### src/design/lane_status_pkg.sv
// constants shared by the receive lane status block
// assumes one core clock; lane detector events arrive already on it
package lane_status_pkg;
  localparam int NUM_LANES = 20;
  localparam int LANE_IDX_W = 5;
  localparam int INTERVAL_W = 16;
  localparam int REPEAT_LIMIT = 4;
  localparam int REPEAT_CNT_W = 3;
  localparam logic [REPEAT_CNT_W-1:0] REPEAT_CNT_ZERO = 3'h0;
  localparam logic [REPEAT_CNT_W-1:0] REPEAT_CNT_ONE = 3'h1;
  localparam logic [INTERVAL_W-1:0] INTERVAL_ZERO = 16'h0000;
  localparam logic [INTERVAL_W-1:0] INTERVAL_ONE = 16'h0001;
  localparam logic [LANE_IDX_W-1:0] LANE_IDX_RESET = 5'h00;

  typedef enum logic [1:0] {
    ALIGN_NEVER = 2'b00,
    ALIGN_SEEN = 2'b01,
    ALIGN_LOST = 2'b11
  } align_state_type;
endpackage

### src/design/rx_pcs_lane_align_status.sv
// receive lane alignment status outputs for a twenty lane pcs
// assumes lane detectors deliver per-lane events and levels on I_CLK_SYS
`timescale 1ns/1ns
module rx_pcs_lane_align_status
  import lane_status_pkg::*;
#(
  parameter int METAFRAME_WORDS = 16384
) (
  // clock and reset
  input wire logic I_CLK_SYS,
  input wire logic I_RESET_N,
  // per-lane detector inputs
  input wire logic i_word_valid,
  input wire logic [NUM_LANES-1:0] i_block_lock,
  input wire logic [NUM_LANES-1:0] i_wordsync_achieved,
  input wire logic [NUM_LANES-1:0] i_sync_header_lost,
  input wire logic [NUM_LANES-1:0] i_marker_seen,
  input wire logic [NUM_LANES-1:0] i_marker_bad,
  input wire logic [NUM_LANES*LANE_IDX_W-1:0] i_lane_physical_index,
  // aligner and fault inputs
  input wire logic i_deskew_done,
  input wire logic i_align_error,
  input wire logic i_high_error_rate_state,
  input wire logic i_remote_fault,
  input wire logic i_received_local_fault,
  // configuration
  input wire logic [INTERVAL_W-1:0] i_marker_interval_setting,
  // per-lane status
  output logic [NUM_LANES-1:0] o_lane_wordsync_achieved,
  output logic [NUM_LANES-1:0] o_lane_wordsync_done,
  output logic [NUM_LANES-1:0] o_lane_wordsync_error,
  output logic [NUM_LANES-1:0] o_lane_marker_spacing_error,
  output logic [NUM_LANES-1:0] o_lane_marker_repeat_error,
  output logic [NUM_LANES-1:0] o_lane_marker_malformed,
  output logic [NUM_LANES-1:0] o_block_lock,
  output logic [NUM_LANES*LANE_IDX_W-1:0] o_pcs_lane_physical_index,
  // overall status
  output logic o_aligned,
  output logic o_align_loss,
  output logic o_misalignment_pulse,
  output logic o_pcs_status,
  output logic o_remote_fault,
  output logic o_local_fault
);
  localparam int MF_W = $clog2(METAFRAME_WORDS + 1);

  typedef struct packed {
    logic [NUM_LANES-1:0] marker_got;
    logic [NUM_LANES-1:0] wsync;
    logic [NUM_LANES-1:0] wsync_done;
    logic [NUM_LANES-1:0] wsync_err;
    logic [NUM_LANES-1:0] malformed;
    logic [NUM_LANES-1:0] lock;
    logic [NUM_LANES*LANE_IDX_W-1:0] phys;
    align_state_type align_st;
    logic mis_pending;
    logic [MF_W-1:0] mf_cnt;
    logic aligned;
    logic align_loss;
    logic mis_pulse;
    logic status;
    logic remote;
    logic local_f;
  } state_type;

  state_type q, d;
  logic [NUM_LANES-1:0] spacing_err;
  logic [NUM_LANES-1:0] repeat_err;

  genvar g;
  generate
    for (g = 0; g < NUM_LANES; g++) begin : lane_chk
      lane_marker_check u_chk (
        .i_clk(I_CLK_SYS),
        .i_reset_n(I_RESET_N),
        .i_enable(q.wsync[g]),
        .i_word_valid(i_word_valid),
        .i_marker_seen(i_marker_seen[g]),
        .i_marker_bad(i_marker_bad[g]),
        .i_interval(i_marker_interval_setting),
        .o_spacing_error(spacing_err[g]),
        .o_repeat_error(repeat_err[g])
      );
    end
  endgenerate

  always_comb begin
    logic all_ok;
    logic bad_any;
    all_ok = 1'b0;
    bad_any = 1'b0;
    d = q;
    d.wsync = i_wordsync_achieved;
    d.lock = i_block_lock;
    // a marker must be seen after each sync acquisition
    d.marker_got = q.marker_got & i_wordsync_achieved;
    if (i_word_valid) begin
      d.marker_got = d.marker_got | (i_marker_seen & i_wordsync_achieved);
    end
    d.wsync_done = d.marker_got;
    d.wsync_err = i_sync_header_lost | ~d.marker_got;
    d.malformed = i_word_valid ? (i_marker_seen & i_marker_bad) : '0;
    for (int i = 0; i < NUM_LANES; i++) begin
      if (d.marker_got[i]) begin
        d.phys[i*LANE_IDX_W +: LANE_IDX_W] =
          i_lane_physical_index[i*LANE_IDX_W +: LANE_IDX_W];
      end
    end
    all_ok = i_deskew_done && (&d.marker_got);
    bad_any = |d.malformed;
    d.aligned = all_ok;
    d.status = all_ok && !i_high_error_rate_state;
    d.remote = i_remote_fault;
    d.local_f = !all_ok || i_received_local_fault;
    d.mis_pulse = 1'b0;
    unique case (q.align_st)
      ALIGN_NEVER: begin
        if (all_ok) begin
          d.align_st = ALIGN_SEEN;
        end
      end
      ALIGN_SEEN: begin
        if (!all_ok) begin
          d.align_st = ALIGN_LOST;
        end
      end
      ALIGN_LOST: begin
        if (all_ok) begin
          d.align_st = ALIGN_SEEN;
        end
      end
      // unused code; fall back as if never aligned
      default: begin
        d.align_st = ALIGN_NEVER;
      end
    endcase
    d.align_loss = i_align_error || (q.align_st == ALIGN_LOST);
    // report one metaframe after the bad marker; a new error restarts it
    if (q.mis_pending) begin
      if (q.mf_cnt == MF_W'(1)) begin
        d.mis_pulse = 1'b1;
        d.mis_pending = 1'b0;
      end else if (i_word_valid) begin
        d.mf_cnt = q.mf_cnt - MF_W'(1);
      end
    end
    if (bad_any && q.align_st != ALIGN_NEVER) begin
      d.mis_pending = 1'b1;
      d.mf_cnt = MF_W'(METAFRAME_WORDS);
    end
  end

  always_ff @(posedge I_CLK_SYS or negedge I_RESET_N) begin
    if (!I_RESET_N) begin
      q <= '0;
    end else begin
      q <= d;
    end
  end

  always_comb begin
    o_lane_wordsync_achieved = q.wsync;
    o_lane_wordsync_done = q.wsync_done;
    o_lane_wordsync_error = q.wsync_err;
    o_lane_marker_spacing_error = spacing_err;
    o_lane_marker_repeat_error = repeat_err;
    o_lane_marker_malformed = q.malformed;
    o_block_lock = q.lock;
    o_pcs_lane_physical_index = q.phys;
    o_aligned = q.aligned;
    o_align_loss = q.align_loss;
    o_misalignment_pulse = q.mis_pulse;
    o_pcs_status = q.status;
    o_remote_fault = q.remote;
    o_local_fault = q.local_f;
  end
endmodule

### src/design/lane_marker_check.sv
// per-lane marker spacing and repeated error checker
// assumes marker and word strobes are synchronous to the core clock
`timescale 1ns/1ns
module lane_marker_check
  import lane_status_pkg::*;
(
  input wire logic i_clk,
  input wire logic i_reset_n,
  input wire logic i_enable,
  input wire logic i_word_valid,
  input wire logic i_marker_seen,
  input wire logic i_marker_bad,
  input wire logic [INTERVAL_W-1:0] i_interval,
  output logic o_spacing_error,
  output logic o_repeat_error
);
  typedef struct packed {
    logic [INTERVAL_W-1:0] word_cnt;
    logic [REPEAT_CNT_W-1:0] bad_cnt;
    logic spacing_err;
    logic repeat_err;
  } chk_type;

  chk_type q, d;

  always_comb begin
    logic on_time;
    on_time = 1'b0;
    d = q;
    if (!i_enable) begin
      d = '0;
    end else if (i_word_valid) begin
      on_time = (q.word_cnt == i_interval);
      if (i_marker_seen) begin
        d.word_cnt = INTERVAL_ZERO;
        d.spacing_err = !on_time;
      end else begin
        d.word_cnt = q.word_cnt + INTERVAL_ONE;
        // marker overdue also counts as wrong spacing
        if (on_time) begin
          d.spacing_err = 1'b1;
          d.word_cnt = INTERVAL_ZERO;
        end
      end
      if (i_marker_seen) begin
        if (i_marker_bad || !on_time) begin
          if (q.bad_cnt != REPEAT_CNT_W'(REPEAT_LIMIT)) begin
            d.bad_cnt = q.bad_cnt + REPEAT_CNT_ONE;
          end
        end else begin
          d.bad_cnt = REPEAT_CNT_ZERO;
        end
      end
      d.repeat_err = (d.bad_cnt == REPEAT_CNT_W'(REPEAT_LIMIT));
    end
  end

  always_ff @(posedge i_clk or negedge i_reset_n) begin
    if (!i_reset_n) begin
      q <= '0;
    end else begin
      q <= d;
    end
  end

  assign o_spacing_error = q.spacing_err;
  assign o_repeat_error = q.repeat_err;
endmodule

### config.mk
export PLATFORM = sky130hd
export DESIGN_NAME = rx_pcs_lane_align_status
export DESIGN_NICKNAME = d
export VERILOG_FILES = /design/src/design/lane_status_pkg.sv /design/src/design/rx_pcs_lane_align_status.sv /design/src/design/lane_marker_check.sv
export SDC_FILE = /design/constraint.sdc
export NUM_CORES = 2
export LEC_CHECK = 0
export ABC_AREA = 1
export CORE_UTILIZATION = 30
export DETAILED_ROUTE_END_ITERATION = 10
export DONT_BUFFER_PORTS = 1
export GPL_ROUTABILITY_DRIVEN = 0
export GPL_TIMING_DRIVEN = 0
export SYNTH_ARGS = -nofsm -noshare
export SYNTH_HDL_FRONTEND = slang
export SYNTH_SLANG_ARGS = --single-unit
export TNS_END_PERCENT = 30
### constraint.sdc
create_clock -name I_CLK_SYS -period 1.7 [get_ports I_CLK_SYS]
set_clock_uncertainty 0.05 [all_clocks]
set_input_delay 0.085 -clock I_CLK_SYS [delete_from_list [all_inputs] [get_ports I_CLK_SYS]]
set_output_delay 0.085 -clock I_CLK_SYS [all_outputs]
set_load 0.005 [all_outputs]
==> metrics.yaml <==
critical_path_buf_inv_count: 2
worst_path_most_repeated_cell: "nand2_1"
drv_cap: 0
synth_area_sq_um: 37700
combPwrFrac: 0.172
final_nets: 5951
firstDrtPassIters: 11
area_growth_pct: 33.6
final_layout_size_suffix_gt1_frac: 0.212
power.density_nw_per_um2: 844
start_util: 0.303
crit_type: "flop to flop"
cp.required_ns: 2.19
cts_tree: "built"
die_w_um: 356
clk_pin_slew_ns: 0.06
final_cells: 7365
clock.fmax_mhz: 568
p_sw_frac: 0.291
synth.net_count: 5257
pre_cts_ws_ns: -1.37
fin_crit_ns: 1.76
layout_common_cells: "nand2_1, dfrtp_1, inv_1"
ys_async_sr_fraction: 1.00
grtUsageTotal: 0.212
clk_latency_ns: 0.69
endpoint_kind: "flop"
vias_per_cell: 4.75
p_int_uw: 30100
clockBufferDepth: 3
rsz0062_at_grt: "yes"
clkSinkCount: 644
cp_slowest_cell: "dfrtp_1"
final_common_cell: "nand2_1"
final_antenna_net_count: 0
worstPathArrival_ns: 2.25
p_seq_frac: 0.405
status: "finished with violations"
grt_max_degree: 645
worstMarginPinSlew_ns: 0.948
final_area_sq_um: 50300
leakage_uw: 0.0234
vias: 35016
ys_seq_area_frac: 0.428
netlist.top_cell.by_area: "dfrtp_1"
setup_viol: 32
violations: "DRC, hold timing, setup timing"
grt.overflow.total: 0
synth_area_per_cell_sq_um: 7.58
ioPinCount: 470
holdCritPathClass: "primary input to asynchronous set/reset pin"
start_kind: "flop"
ys_warn_count: 0
cts_root_buf: "clkbuf_16"
cpPeakStageDelay_ns: 0.41
wl_per_cell_um: 19.1
place_area_sq_um: 39700
synth_cell_types: 51
numCtsBuffers: 82
dieHeight_um: 356
total_power_uw: 42500
rows: 129
crit_fanout: 5
routed_wl_um: 141000
drv_slew: 0
crit_start: "lane_chk[17].u_chk.q[14]"
synth_top_area_share: 0.428
hold_violations: 174
place_hpwl_um: 87700
hold_slack_ns: -0.475
power.switching_uw: 12300
drt-initial-drc-count: 2687
crit_family: "simple AND/OR/NAND/NOR gates"
synth_cells: 4966
timing.final.ws_setup_ns: -0.0610
core_sq_um: 124000
ys_top_cells_by_area: "dfrtp_1, nand2_1, nor2_1"
drc: 14
path_cells: "inv_1 -> nand2_1 -> nand2_1 -> nor2_1 -> nand2_1 -> nor2_4 -> nand2_2 -> nand4_1 -> buf_4 -> o22ai_2"
antenna_found_initial: 21
post-place-cells: 6603
ys_ff_latch: 644
clockPowerShare: 0.423
grt_pass1_vias: 33279
io_buffers: 0
finalCritPeriodShare: 1.04
synth_ff_type: "dfrtp_1"
dieArea_sq_um: 127000
vdd_ir_drop_max_v: 0.000740
slew-limit-headroom: 0.368
synth_edf_count: 0
grt_pass1_wl_um: 203000
reg2reg_from: "lane_chk[17].u_chk.q[14]"
htreeDepth: 3
area by class of cell:
cell class / count / area, sq um
Timing Repair Buffer: 607 / 5980
Inverter: 600 / 2330
Tap cell: 1637 / 2050
Antenna cell: 11 / 27.5
Multi-Input combinational cell: 3402 / 18600
Buffer: 316 / 2420
Sequential cell: 644 / 16200
Clock buffer: 110 / 2330
Timing Repair inverter: 7 / 45.0
Fill cell: 12079 / 73800
Clock inverter: 31 / 372
Yosys cell counts, types with 83 or more instances:
library cell,instances
nand2_1,1509
dfrtp_1,644
nor2_1,600
inv_1,574
buf_4,264
xor2_1,232
nand3_1,197
o21ai_0,161
a21oi_1,147
nand4_1,91
nor3_1,84
xnor2_1,83
power by group through the flow:
stage / combinational [uW] / sequential [uW] / clock (uW)
after floorplan: 3790 / 17200 / 0
after global placement: 5060 / 17400 / 0
after detailed placement: 5140 / 17400 / 0
after CTS: 6330 / 17100 / 18400
after global routing: 7960 / 17300 / 18900
final: 7280 / 17200 / 18000
logic make-up after synthesis:
family | after synthesis | synth area share
DFF | 644 | 0.428
buffers and inverters | 920 | 0.122
adders and majority gates | 67 | 0.0223
AOI/OAI and AO/OA | 387 | 0.0590
and+or+nand+nor | 2621 | 0.292
xor gates and xnor gates | 315 | 0.0733
muxes | 12 | 0.00319
state kept, by name, summed over array words and instances (netlist names):
| signal | count |
|---|---|
| o_lane_wordsync_done | 20 |
| o_misalignment_pulse | 1 |
| o_align_loss | 1 |
| o_pcs_status | 1 |
| q | 18 |
| lane_chk.u_chk.o_spacing_error | 20 |
| o_lane_marker_malformed | 20 |
| o_remote_fault | 1 |
| o_pcs_lane_physical_index | 100 |
| o_aligned | 1 |
| lane_chk.u_chk.q | 380 |
| o_block_lock | 20 |
| o_lane_wordsync_achieved | 20 |
| lane_chk.u_chk.o_repeat_error | 20 |
| o_lane_wordsync_error | 20 |
| o_local_fault | 1 |
tightest hold or removal path, cell delays in order:
cell,delay (ns)
buf_12,0.08
buf_12,0.09
buf_12,0.08
buf_12,0.08
buf_12,0.19
worst paths after layout:
path,to,slack (ns),cells after the start
max,lane_chk[17].u_chk.q[17],-0.06,10
min,o_lane_wordsync_done[12],-0.48,5
max reg2reg,lane_chk[17].u_chk.q[17],-0.06,10
min reg2reg,o_pcs_lane_physical_index[74],0.42,2
max in group asynchronous,o_lane_wordsync_achieved[19],0.26,8
min in group I_CLK_SYS,lane_chk[8].u_chk.o_spacing_error,0,4
repair_timing:
item                                     CTS  global route
pin swaps                                 40           140
buffers inserted                          84            95
hold buffers                             408             8
endpoints found under the setup margin   342           729
resized for setup                        222           442
gates cloned                               5            12
hold endpoints to repair                1251           248
routing by layer:
layer  share of wire  GRT usage
met4           0.044     0.0959
met2            0.47      0.344
met1            0.42      0.275
met3           0.072     0.0359
met5         0.00049          0
per-stage QoR:
stage	hold slack, ns	util	TNS (ns)
6_report	-0.475	0.405	-0.662
5_1_grt	-0.480	0.405	-9.44
4_1_cts	-0.986	0.386	-0.433
3_5_place_dp	-0.250	0.320	-219.58
3_3_place_gp	-0.248	0.320	-211.37
2_1_floorplan	-0.261	-	0
Note: power is estimated with default switching activity, not from simulation.
